File: src/iqsp_consts.vh
// Constants for the IQ serial output port
`ifndef IQSP_CONSTS_VH
`define IQSP_CONSTS_VH
// Frame lengths in bit clocks, 24-bit words
`define IQSP_LEN24_PLAIN 7'd48
`define IQSP_LEN24_PAIR 7'd64
`define IQSP_LEN24_ALT 7'd56
`define IQSP_LEN24_E_PLAIN 7'd69
`define IQSP_LEN24_E_PAIR 7'd89
`define IQSP_LEN24_E_ALT 7'd79
// Frame lengths in bit clocks, 16-bit words
`define IQSP_LEN16_PLAIN 7'd32
`define IQSP_LEN16_PAIR 7'd48
`define IQSP_LEN16_ALT 7'd40
`define IQSP_LEN16_E_PLAIN 7'd49
`define IQSP_LEN16_E_PAIR 7'd69
`define IQSP_LEN16_E_ALT 7'd59
// Idle high bits closing an embedded frame
`define IQSP_IDLE_BITS 7'd10
// Output samples until data is valid after sync release
`define IQSP_SETTLE_SAMPLES 4'd12
// Reset values
`define IQSP_DIV_RESET 4'h1
`define IQSP_DEC_RESET 16'h0258
// Sample words held in the FIFO: I, Q, gain, status
`define IQSP_WORD_W 64
`define IQSP_FIFO_DEPTH 16
`endif

File: src/iqsp_fifo.v
// Parameterised valid/ready FIFO for IQ sample words
`timescale 1ns/1ns
module iqsp_fifo #(
	parameter WIDTH = 64,
	parameter DEPTH = 16,
	parameter AW = 4
) (
	// Clock and reset
	input wire mclk,
	input wire rstn,
	input wire clr,
	// Fill side
	input wire in_valid,
	output wire in_ready,
	input wire [WIDTH-1:0] in_data,
	// Drain side
	output wire out_valid,
	input wire out_ready,
	output wire [WIDTH-1:0] out_data
);
	reg [WIDTH-1:0] mem [0:DEPTH-1];
	reg [AW-1:0] wptr_reg;
	reg [AW-1:0] rptr_reg;
	reg [AW:0] count_reg;
	wire push;
	wire pop;

	// No accepts while clearing, so a sample is never taken and then lost
	assign in_ready = (count_reg != DEPTH) && !clr;
	assign out_valid = (count_reg != 0);
	assign out_data = mem[rptr_reg];
	assign push = in_valid & in_ready;
	assign pop = out_valid & out_ready;

	// Storage write, no reset needed on data
	always @(posedge mclk) begin
		if (push) begin
			mem[wptr_reg] <= in_data;
		end
	end

	// Pointers and occupancy
	always @(posedge mclk or negedge rstn) begin
		if (!rstn) begin
			wptr_reg <= {AW{1'b0}};
			rptr_reg <= {AW{1'b0}};
			count_reg <= {(AW+1){1'b0}};
		end else if (clr) begin
			wptr_reg <= {AW{1'b0}};
			rptr_reg <= {AW{1'b0}};
			count_reg <= {(AW+1){1'b0}};
		end else begin
			if (push) begin
				wptr_reg <= wptr_reg + 1'b1;
			end
			if (pop) begin
				rptr_reg <= rptr_reg + 1'b1;
			end
			if (push & ~pop) begin
				count_reg <= count_reg + 1'b1;
			end else if (pop & ~push) begin
				count_reg <= count_reg - 1'b1;
			end
		end
	end
endmodule // iqsp_fifo

File: src/iqsp_port.v
// IQ serial output port: framing, bit clock, sync and standby
`timescale 1ns/1ns
`include "iqsp_consts.vh"
module iqsp_port (
	// Clock and reset
	input wire mclk,
	input wire rstn,
	// Sync pin, asynchronous, active low
	input wire sync_clear_n,
	// Configuration
	input wire [15:0] decimation_factor,
	input wire [3:0] bit_rate_divisor,
	input wire embedded_framing_enable,
	input wire gain_bytes_enable,
	input wire gain_bytes_alternate,
	input wire word_width_select,
	input wire standby_control,
	// Sample source from the decimator
	input wire sample_valid,
	output wire sample_ready,
	input wire [23:0] sample_i,
	input wire [23:0] sample_q,
	input wire [7:0] gain_byte,
	input wire [7:0] status_byte,
	// Status
	output reg data_valid_reg,
	// Serial link to the host
	output reg serial_clock_out,
	output reg frame_sync_out,
	output reg serial_data_out
);
	// ---------------------------------------------------------------
	// State and declarations
	// ---------------------------------------------------------------
	localparam ST_IDLE = 3'b001;
	localparam ST_SHIFT = 3'b010;
	localparam ST_FILL = 3'b100;

	reg [2:0] state_reg;
	reg s1_reg, s2_reg, s3_reg;
	reg sync_n_reg;
	reg [15:0] dec_cnt_reg;
	reg [3:0] div_cnt_reg;
	reg [6:0] bit_cnt_reg;
	reg [6:0] len_reg;
	reg [6:0] content_reg;
	reg [88:0] shift_reg;
	reg alt_sel_reg;
	reg [3:0] settle_reg;
	reg run_reg;
	wire fifo_valid;
	wire [63:0] fifo_data;
	wire frame_tick;
	wire bit_en;
	wire fifo_pop;
	wire fifo_clr;
	reg [88:0] frame_bits;
	reg [6:0] frame_len;
	reg [6:0] frame_content;
	reg [47:0] raw;
	reg [6:0] raw_n;
	integer k;

	// Frame length table, used for both words widths
	function [6:0] iqsp_len;
		input w24;
		input emb;
		input gb;
		input alt;
		begin
			if (w24) begin
				if (!gb) iqsp_len = emb ? `IQSP_LEN24_E_PLAIN : `IQSP_LEN24_PLAIN;
				else if (!alt) iqsp_len = emb ? `IQSP_LEN24_E_PAIR : `IQSP_LEN24_PAIR;
				else iqsp_len = emb ? `IQSP_LEN24_E_ALT : `IQSP_LEN24_ALT;
			end else begin
				if (!gb) iqsp_len = emb ? `IQSP_LEN16_E_PLAIN : `IQSP_LEN16_PLAIN;
				else if (!alt) iqsp_len = emb ? `IQSP_LEN16_E_PAIR : `IQSP_LEN16_PAIR;
				else iqsp_len = emb ? `IQSP_LEN16_E_ALT : `IQSP_LEN16_ALT;
			end
		end
	endfunction

	// ---------------------------------------------------------------
	// Sync pin synchroniser, change accepted when stages two and three agree
	// ---------------------------------------------------------------
	always @(posedge mclk or negedge rstn) begin
		if (!rstn) begin
			s1_reg <= 1'b0;
			s2_reg <= 1'b0;
			s3_reg <= 1'b0;
			sync_n_reg <= 1'b0;
		end else begin
			s1_reg <= sync_clear_n;
			s2_reg <= s1_reg;
			s3_reg <= s2_reg;
			if (s2_reg == s3_reg) begin
				sync_n_reg <= s3_reg;
			end
		end
	end

	// Standby freezes everything but FIFO filling; sync low clears the counters
	assign fifo_clr = ~sync_n_reg;
	assign frame_tick = sync_n_reg & ~standby_control & (dec_cnt_reg == 16'h0000);
	assign bit_en = sync_n_reg & ~standby_control & (div_cnt_reg == 4'h0);
	assign fifo_pop = frame_tick & fifo_valid;

	// ---------------------------------------------------------------
	// Sample FIFO between decimator and shifter
	// ---------------------------------------------------------------
	iqsp_fifo #(
		.WIDTH(`IQSP_WORD_W),
		.DEPTH(`IQSP_FIFO_DEPTH),
		.AW(4)
	) u_fifo (
		.mclk(mclk),
		.rstn(rstn),
		.clr(fifo_clr),
		.in_valid(sample_valid),
		.in_ready(sample_ready),
		.in_data({sample_i, sample_q, gain_byte, status_byte}),
		.out_valid(fifo_valid),
		.out_ready(fifo_pop),
		.out_data(fifo_data)
	);

	// ---------------------------------------------------------------
	// Frame builder: raw content, then optional start/stop wrapping
	// ---------------------------------------------------------------
	always @* begin
		raw = 48'h0000_0000_0000;
		raw_n = 7'd0;
		frame_bits = {89{1'b1}};
		frame_len = iqsp_len(word_width_select, embedded_framing_enable,
			gain_bytes_enable, gain_bytes_alternate);
		// I then Q, MSB first, then gain bytes
		if (word_width_select) begin
			raw[47:0] = {fifo_data[63:40], fifo_data[39:16]};
			raw_n = 7'd48;
		end else begin
			raw[47:16] = {fifo_data[63:48], fifo_data[39:24]};
			raw_n = 7'd32;
		end
		if (gain_bytes_enable) begin
			if (gain_bytes_alternate) begin
				raw_n = raw_n + 7'd8;
			end else begin
				raw_n = raw_n + 7'd16;
			end
		end
		frame_content = embedded_framing_enable ? (raw_n + (raw_n >> 2)) : raw_n;
		// Place bits MSB first from position 88 downward
		if (!embedded_framing_enable) begin
			frame_bits[88:41] = raw;
			if (gain_bytes_enable) begin
				if (!gain_bytes_alternate) begin
					if (word_width_select) frame_bits[40:25] = fifo_data[15:0];
					else frame_bits[56:41] = fifo_data[15:0];
				end else if (word_width_select) begin
					// Attenuation LSB 0, status LSB 1
					frame_bits[40:33] = alt_sel_reg ? {fifo_data[7:1], 1'b1} : {fifo_data[15:9], 1'b0};
				end else begin
					frame_bits[56:49] = alt_sel_reg ? {fifo_data[7:1], 1'b1} : {fifo_data[15:9], 1'b0};
				end
			end
		end else begin
			// Wrap each byte with start low and stop high
			for (k = 0; k < 8; k = k + 1) begin
				if (k * 8 < raw_n) begin
					frame_bits[88 - k*10] = 1'b0;
					if (k < 6) begin
						frame_bits[87 - k*10 -: 8] = raw[47 - k*8 -: 8];
					end else if (!gain_bytes_alternate) begin
						frame_bits[87 - k*10 -: 8] = (k == 6) ? fifo_data[15:8] : fifo_data[7:0];
					end else begin
						frame_bits[87 - k*10 -: 8] = alt_sel_reg ? {fifo_data[7:1], 1'b1} : {fifo_data[15:9], 1'b0};
					end
					frame_bits[79 - k*10] = 1'b1;
				end
			end
			if (!word_width_select) begin
				// 16-bit content: slide the gain bytes up behind Q
				for (k = 4; k < 8; k = k + 1) begin
					if (k * 8 < raw_n) begin
						frame_bits[88 - k*10] = 1'b0;
						frame_bits[87 - k*10 -: 8] = (!gain_bytes_alternate) ?
							((k == 4) ? fifo_data[15:8] : fifo_data[7:0]) :
							(alt_sel_reg ? {fifo_data[7:1], 1'b1} : {fifo_data[15:9], 1'b0});
						frame_bits[79 - k*10] = 1'b1;
					end else begin
						frame_bits[88 - k*10 -: 10] = {10{1'b1}};
					end
				end
			end
		end
	end

	// ---------------------------------------------------------------
	// Decimation and bit-rate counters
	// ---------------------------------------------------------------
	always @(posedge mclk or negedge rstn) begin
		if (!rstn) begin
			dec_cnt_reg <= 16'h0000;
			div_cnt_reg <= 4'h0;
		end else if (!sync_n_reg) begin
			dec_cnt_reg <= 16'h0000;
			div_cnt_reg <= 4'h0;
		end else if (!standby_control) begin
			// Period equals the decimation factor, reloaded from it at each frame tick
			if (dec_cnt_reg == 16'h0000) dec_cnt_reg <= decimation_factor - 16'h0001;
			else dec_cnt_reg <= dec_cnt_reg - 16'h0001;
			// Divisor 0 treated as 1, giving a bit tick every mclk
			if (div_cnt_reg == 4'h0) div_cnt_reg <= (bit_rate_divisor == 4'h0) ? 4'h0 : bit_rate_divisor - 4'h1;
			else div_cnt_reg <= div_cnt_reg - 4'h1;
		end
	end

	// ---------------------------------------------------------------
	// Frame state machine and pins
	// ---------------------------------------------------------------
	always @(posedge mclk or negedge rstn) begin
		if (!rstn) begin
			state_reg <= ST_IDLE;
			bit_cnt_reg <= 7'd0;
			len_reg <= 7'd0;
			content_reg <= 7'd0;
			shift_reg <= {89{1'b1}};
			alt_sel_reg <= 1'b0;
			settle_reg <= 4'h0;
			run_reg <= 1'b0;
			data_valid_reg <= 1'b0;
			serial_clock_out <= 1'b1;
			frame_sync_out <= 1'b0;
			serial_data_out <= 1'b1;
		end else if (!sync_n_reg) begin
			state_reg <= ST_IDLE;
			settle_reg <= 4'h0;
			alt_sel_reg <= 1'b0;
			run_reg <= 1'b0;
			data_valid_reg <= 1'b0;
			serial_clock_out <= 1'b1;
			frame_sync_out <= 1'b0;
			serial_data_out <= 1'b1;
		end else if (!standby_control) begin
			// Rise with each new bit, fall mid-bit so the host samples settled data
			// Limitation: divisor 1 keeps the clock high, a flop cannot toggle at mclk rate
			if (bit_en) begin
				serial_clock_out <= 1'b1;
				run_reg <= 1'b1;
			end else if (run_reg && div_cnt_reg == (bit_rate_divisor >> 1)) begin
				serial_clock_out <= 1'b0;
			end
			// Twelve outputs after release data is trusted again
			if (frame_tick && settle_reg != `IQSP_SETTLE_SAMPLES) begin
				settle_reg <= settle_reg + 4'h1;
			end
			data_valid_reg <= (settle_reg == `IQSP_SETTLE_SAMPLES);
			if (fifo_pop) begin
				shift_reg <= frame_bits;
				len_reg <= frame_len;
				content_reg <= frame_content;
				bit_cnt_reg <= 7'd0;
				state_reg <= ST_SHIFT;
				if (gain_bytes_enable && gain_bytes_alternate) alt_sel_reg <= ~alt_sel_reg;
			end else if (bit_en) begin
				case (state_reg)
					ST_SHIFT: begin
						// Sync pulse one bit long, only without embedding
						frame_sync_out <= (bit_cnt_reg == 7'd0) & ~embedded_framing_enable;
						if (bit_cnt_reg != 7'd0 || embedded_framing_enable) begin
							serial_data_out <= shift_reg[88];
							shift_reg <= {shift_reg[87:0], 1'b1};
						end
						bit_cnt_reg <= bit_cnt_reg + 7'd1;
						if (bit_cnt_reg >= content_reg) state_reg <= ST_FILL;
					end
					ST_FILL: begin
						// Idle highs up to the next frame
						frame_sync_out <= 1'b0;
						serial_data_out <= 1'b1;
						bit_cnt_reg <= bit_cnt_reg + 7'd1;
						if (bit_cnt_reg >= len_reg) state_reg <= ST_IDLE;
					end
					default: begin
						frame_sync_out <= 1'b0;
						serial_data_out <= 1'b1;
					end
				endcase
			end
		end
	end
endmodule // iqsp_port

File: config.mk
export PLATFORM = sky130hd
export DESIGN_NAME = iqsp_port
export DESIGN_NICKNAME = d
export VERILOG_FILES = /design/src/iqsp_fifo.v /design/src/iqsp_port.v
export VERILOG_INCLUDE_DIRS = /design/src
export SDC_FILE = /design/constraint.sdc
export NUM_CORES = 1
export LEC_CHECK = 0
export BUFFER_PORTS_ARGS = -buffer_cell sky130_fd_sc_hd__buf_2
export CAP_MARGIN = 20
export CORE_ASPECT_RATIO = 0.5
export CORE_MARGIN = 4
export CORE_UTILIZATION = 40
export CTS_CLUSTER_SIZE = 16
export DETAILED_ROUTE_END_ITERATION = 7
export PLACE_DENSITY = 0.63
export SKIP_CTS_REPAIR_TIMING = 1
export SLEW_MARGIN = 20
export SYNTH_ARGS = -nofsm -noshare
export SYNTH_HDL_FRONTEND = slang
export SYNTH_HIERARCHICAL = 1
export SYNTH_SLANG_ARGS = --single-unit
File: constraint.sdc
create_clock -name mclk -period 9.5 [get_ports mclk]
set_input_delay 2.375 -clock mclk [delete_from_list [all_inputs] [get_ports mclk]]
set_output_delay 2.375 -clock mclk [all_outputs]
set_load 0.05 [all_outputs]
==> results.yml, run 1 <==
outcome:
  outcome: "completed"
pwr:
  p_int_uw: 9200
  seq_power_share_pct: 50.8
  fin_total_pwr_uw: 12200
  clkPwrFrac_pct: 35.1
  p_leak_uw: 0.0175
  p_switching_uw: 3040
  ir_worst_vdd_uv: 153
  p_per_area_nw_per_um2: 227
  comb_power_share_pct: 14.1
  p_sw_share_pct: 24.8
critical_path:
  worstPathCellList: "inv_2, a21oi_1, buf_2"
  end_kind: "output pin"
  crit_buf_inv: 2
  arrival_ns: 2.80
  cp-start-kind: "flop"
  critPathRequiredTime_ns: 7.13
  critPathKind: "flop to output pin"
  critPathMaxFanout: 43
  slowest_delay_ns: 0.77
  r2r_start: "sync_n_reg$_DFFE_PN0N_"
  critPathLaunch: "sync_n_reg$_DFFE_PN0N_"
  reg2reg_to: "shift_reg[23]$_DFFE_PN1P_"
  r2r_slack_ns: 5.02
  rr_worst_depth: 7
  cp_slowest_cell: "dfrtp_1"
  cp_num_cells: 3
  cp_top_family: "buffers and inverters"
hold_path:
  whs_endpoint: "s2_reg$_DFF_PN0_"
  hp-start: "s1_reg$_DFF_PN0_"
  holdCritPathClass: "flop to flop"
  whs_path_depth: 0
timing:
  slew_headroom_pct: 26.8
  drv_slew: 0
  hold_violations: 0
  rsz0062_at_grt: "no"
  setup_tns_ns: 0
  fmax_mhz: 193
  fin_crit_ns: 5.18
  worst_pin_slew_ns: 1.10
  fin_crit_sh_pct: 54.5
  skew_ns: 0.0197
  worst_slack_ns: 4.32
  setup_viol_count_final: 0
cells_and_area:
  nFillCells: 10000
  final_common_cell: "edfxtp_1"
  area.growth.synth_to_final_pct: 11.8
  drive_above_1_share_pct: 27.6
  final-seq-area_um2: 34600
  largest_register_ffs: 1024
  finalNetCount: 2768
  instances_no_fill: 4323
  final_cell_mix: "edfxtp_1 (1024), mux4_2 (327), clkbuf_16 (113)"
  multi_input_area_um2: 12900
synthesis:
  yosysWarnings: 6
  synth-edff-count: 1024
  synth_seq_area_share_pct: 71.6
  ys_ff_latch: 1173
  synthCells: 2528
  synth_top_area_cell: "edfxtp_1"
  syn_avg_cell_area_um2: 19.1
  yosysUniqueCellTypes: 80
  syn_area_um2: 48300
  yosys-top-cells-area: "edfxtp_1 (64%), mux4_2 (15%), dfstp_2 (4.5%), dfrtp_1 (3.5%), mux2i_1 (1.6%)"
  synth_fp_nets: 2661
  synth_top_area_share_pct: 63.6
  ys_async_sr_fraction_pct: 12.7
  synthFlopType: "edfxtp_1"
cts:
  cts-buffers-inserted: 110
  path_clk_slew_ns: 0.06
  cts.sinks: 1173
  htreeDepth: 3
  insertion_delay_ns: 0.70
  clock_path_buffers: 3
  cts_tree: "built"
  clock-root-buffer: "clkbuf_16"
detailed_routing:
  wirelength_um: 109000
  drtAntennaViolNets: 0
  post_drt_via_cell_ratio: 5.68
  routedWlPerCell_um: 25.3
  route.vias.total: 24500
  routedLengthMet1_um: 48400
  met2WireLength_um: 51600
  drt-pass1-iter-count: 5
  wl_met3_um: 6950
  post-route-drc-count: 0
  drt_iter0_drc: 2341
  routed.top_layer: "met5"
global_route:
  antenna_found_initial: 11
  grt_pass1_wl_um: 165000
  grt_max_degree: 108
  grt_remaining_overflow: 0
  grt_usage_pct: 17.4
  grt_pass1_vias: 24600
placement:
  preCtsSetupSlack_ns: 3.66
  gp_congestion: 0.836
  numPortBuffers: 97
  dpl.hpwl_um: 63800
  dp_cells: 4114
floorplanning:
  ioPinCount: 98
  die_area_um2: 127000
  fp.dieH_um: 254
  core_area_um2: 119000
  die_w_um: 500
  rows: 89
  start_util_pct: 40.6
job:
  maxCapViolCount: 0
==> layout make-up <==
cell class | instances | share of cell area, %
clock buffers | 159 | 5.72
inverters | 48 | 0.333
multi-input cells | 1162 | 23.8
diodes | 4 | 0.0185
flip-flops and latches | 1173 | 64.0
clock inverters | 45 | 0.811
repair buffers | 140 | 1.58
well taps | 1592 | 3.69
==> worst max-delay path by stage <==
stage	to
finish	sample_ready
global route	u_fifo/count_reg[4]$_DFFE_PN0P_
CTS	sample_ready
detailed placement	u_fifo/count_reg[4]$_DFFE_PN0P_
global placement	u_fifo/count_reg[4]$_DFFE_PN0P_
floorplan	u_fifo/mem[10][0]$_DFFE_PP_
==> per-layer routing <==
layer  track usage [%]  vias to the layer above
li1                  -                    10600
met1              25.2                    13100
met2              27.3                      752
met3              3.39                      141
met4              4.29                        8
met5                 0                        -
==> power groups by stage <==
stage | Clock (µW) | Sequential [µW] | Combinational (µW)
global route | 4620 | 6250 | 1900
floorplan | 0 | 6240 | 1310
CTS | 4410 | 6220 | 1730
finish | 4300 | 6220 | 1720
global placement | 0 | 6310 | 1700
detailed placement | 0 | 6320 | 1730
==> metrics by stage <==
stage / util (%) / cell area (µm²) / hold slack [ns]
finish: 45.4 / 54000 / 0.364
floorplan: - / 48300 / 0.331
global placement: 42.4 / 50500 / 0.350
CTS: 45.4 / 54000 / 0.371
detailed placement: 42.4 / 50500 / 0.349
global route: 45.4 / 54000 / 0.386
==> cells by family (layout without fill, tap and decap cells) <==
logic type               count (synthesis)  count (layout)  share of synthesized area [%]
multiplexers                           415             415                           17.1
adder cells (fa/ha/maj)                 41              41                           1.07
flip-flops                            1173            1173                           71.6
other                                    0               4                              0
AO/OA/AOI/OAI                          310             310                           4.10
AND/OR/NAND/NOR                        377             377                           3.83
buffers and inverters                  193             392                           1.97
XOR/XNOR                                19              19                          0.344
==> cells in the mapped netlist (7+ instances only) <==
cell	n
clkbuf_1	82
o21ai_0	43
a21o_1	11
nand4_1	9
mux4_2	327
or3_1	10
ha_1	39
buf_6	25
a211oi_1	34
and3_1	9
xor2_1	8
dfrtp_1	67
nand3_1	25
a22oi_1	8
mux2_2	11
nor2_1	112
and2_1	30
edfxtp_1	1024
nand2b_1	8
dfstp_2	82
buf_2	18
o211ai_1	7
mux2i_1	76
inv_1	46
xnor2_1	11
o31ai_1	19
a21oi_1	106
buf_1	19
nor4_1	11
nor3_1	35
a221oi_1	13
a31oi_1	7
o22ai_1	14
nand2_1	93
(Power assumes the default switching activity.)
==> run 2, diff against run 1 <==
==> constraint.sdc (replaced) <==
create_clock -name mclk -period 4.9 [get_ports mclk]
set_input_delay 1.225 -clock mclk [delete_from_list [all_inputs] [get_ports mclk]]
set_output_delay 1.225 -clock mclk [all_outputs]
set_load 0.05 [all_outputs]
==> run 2 against run 1 <==
  * Hold slack lost 0.017 ns
  * Clock skew rose by 0.026 ns
  * Die area unchanged
  * Design area increased by 0.56%
  * Highest routed layer unchanged
  * Worst setup slack got worse by 3.0 ns
  * Sequential power increased by 93%
  * Clock power up 87%
  * Critical path depth rose by 8
  * Sequential share of layout area is 0.36 points lower
  * Cell count increased by 0.39%
  * Critical path type is now flop to flop
==> results.yml, run 2 (synthesis results as in run 1) <==
outcome:
  outcome: "completed"
critical_path:
  reg2reg_to: "u_fifo/count_reg[4]$_DFFE_PN0P_"
  rr_worst_depth: 11
  critPathRequiredTime_ns: 5.50
  r2r_start: "dec_cnt_reg[1]$_DFFE_PN0P_"
  critPathCapture: "u_fifo/count_reg[4]$_DFFE_PN0P_"
  critPathMaxFanout: 6
  cp-start-kind: "flop"
  critPathKind: "flop to flop"
  end_kind: "flop"
  arrival_ns: 4.20
  r2r_slack_ns: 1.30
  critPathLaunch: "dec_cnt_reg[1]$_DFFE_PN0P_"
floorplanning:
  die_area_um2: 127000
  rows: 89
  core_area_um2: 119000
  fp.dieH_um: 254
  die_w_um: 500
  start_util_pct: 40.6
  ioPinCount: 98
timing:
  fin_crit_ns: 3.60
  skew_ns: 0.0454
  setup_viol_count_final: 0
  fin_crit_sh_pct: 73.5
  hold_violations: 0
  drv_slew: 0
  fmax_mhz: 278
  setup_tns_ns: 0
  rsz0062_at_grt: "no"
  worst_pin_slew_ns: 1.17
  slew_headroom_pct: 22.0
global_route:
  antenna_found_initial: 11
  grt_usage_pct: 17.7
  grt_max_degree: 82
  grt_remaining_overflow: 0
  grt_pass1_vias: 24800
  grt_pass1_wl_um: 167000
pwr:
  p_per_area_nw_per_um2: 432
  p_switching_uw: 5920
  ir_worst_vdd_uv: 313
  clkPwrFrac_pct: 34.3
  p_sw_share_pct: 25.2
  comb_power_share_pct: 14.3
  p_int_uw: 17600
  seq_power_share_pct: 51.3
  p_leak_uw: 0.0176
cells_and_area:
  fin_area_um2: 54300
  final_common_cell: "edfxtp_1"
  area.growth.synth_to_final_pct: 12.4
  finalNetCount: 2786
  final_util_pct: 45.7
  largest_register_ffs: 1024
  drive_above_1_share_pct: 28.2
  final_cell_mix: "edfxtp_1 (1024), mux4_2 (327), nor2_1 (108)"
cts:
  cts-buffers-inserted: 106
  clock_path_buffers: 3
  cts_tree: "built"
  path_clk_slew_ns: 0.06
  insertion_delay_ns: 0.72
  clock-root-buffer: "clkbuf_16"
  cts.sinks: 1173
  htreeDepth: 3
detailed_routing:
  post_drt_via_cell_ratio: 5.70
  post-route-drc-count: 0
  drt_iter0_drc: 2681
  drt-pass1-iter-count: 5
  routedWlPerCell_um: 25.8
  drtAntennaViolNets: 0
  route.vias.total: 24800
  wirelength_um: 112000
placement:
  numPortBuffers: 97
  dpl_cell_area_um2: 50900
  gp_congestion: 0.866
  dpl.hpwl_um: 63400
job:
  maxCapViolCount: 0
hold_path:
  holdCritPathClass: "flop to flop"
==> run 2: cell type report <==
cell class / instances / area, µm²
Timing Repair Buffer: 162 / 1310
Multi-Input combinational cell: 1162 / 12900
Sequential cell: 1173 / 34600
Tap cell: 1592 / 1990
Antenna cell: 4 / 10.0
Clock buffer: 133 / 2790
Inverter: 48 / 180
Fill cell: 9995 / 64600
Clock inverter: 66 / 592
==> run 2: power groups by stage <==
stage / Clock [µW] / Combinational, µW / Sequential (µW)
2_1_floorplan: 0 / 2540 / 12100
3_3_place_gp: 0 / 3320 / 12200
3_5_place_dp: 0 / 3380 / 12200
4_1_cts: 8250 / 3390 / 12000
5_1_grt: 8700 / 3720 / 12100
6_report: 8060 / 3370 / 12000
==> run 2: how the worst min path moves through the flow <==
stage / depth (start not counted) / to / from
CTS: 0 / s2_reg$_DFF_PN0_ / s1_reg$_DFF_PN0_
global route: 0 / s2_reg$_DFF_PN0_ / s1_reg$_DFF_PN0_
floorplan: 0 / s2_reg$_DFF_PN0_ / s1_reg$_DFF_PN0_
global placement: 0 / s2_reg$_DFF_PN0_ / s1_reg$_DFF_PN0_
detailed placement: 0 / s2_reg$_DFF_PN0_ / s1_reg$_DFF_PN0_
finish: 0 / s2_reg$_DFF_PN0_ / s1_reg$_DFF_PN0_
==> run 2: critical path, stage by stage (launching register included) <==
cell       delay (ns)
dfrtp_1          0.43
or4_4            0.60
nor4_1           0.66
nand2_1          0.26
nor2_2           0.18
o41ai_1          0.11
nand2_1          0.19
ha_1             0.29
a21o_1           0.16
a2111oi_0        0.39
o21bai_1         0.10
a31oi_1          0.13
==> run 2: layer usage <==
| metal | global-route usage, % | wire, µm | vias up | part of all wire, % |
|---|---|---|---|---|
| li1 | - | - | 10600 | - |
| met1 | 25.3 | 48400 | 13200 | 43 |
| met2 | 28.4 | 53900 | 800 | 48 |
| met3 | 3.29 | 7640 | 151 | 6.8 |
| met4 | 4.17 | 2100 | 8 | 1.9 |
| met5 | 0 | 48 | - | 0.043 |
==> run 2: through the flow <==
step           setup slack [ns]  cells  power [µW]  hold slack (ns)
2_1_floorplan            -0.229   2528       14600            0.331
3_3_place_gp               1.29   4137       15500            0.341
3_5_place_dp               1.11   4137       15600            0.345
4_1_cts                    1.33   4336       23700            0.349
5_1_grt                   0.966   4338       24500            0.367
6_report                   1.30   4340       23500            0.347
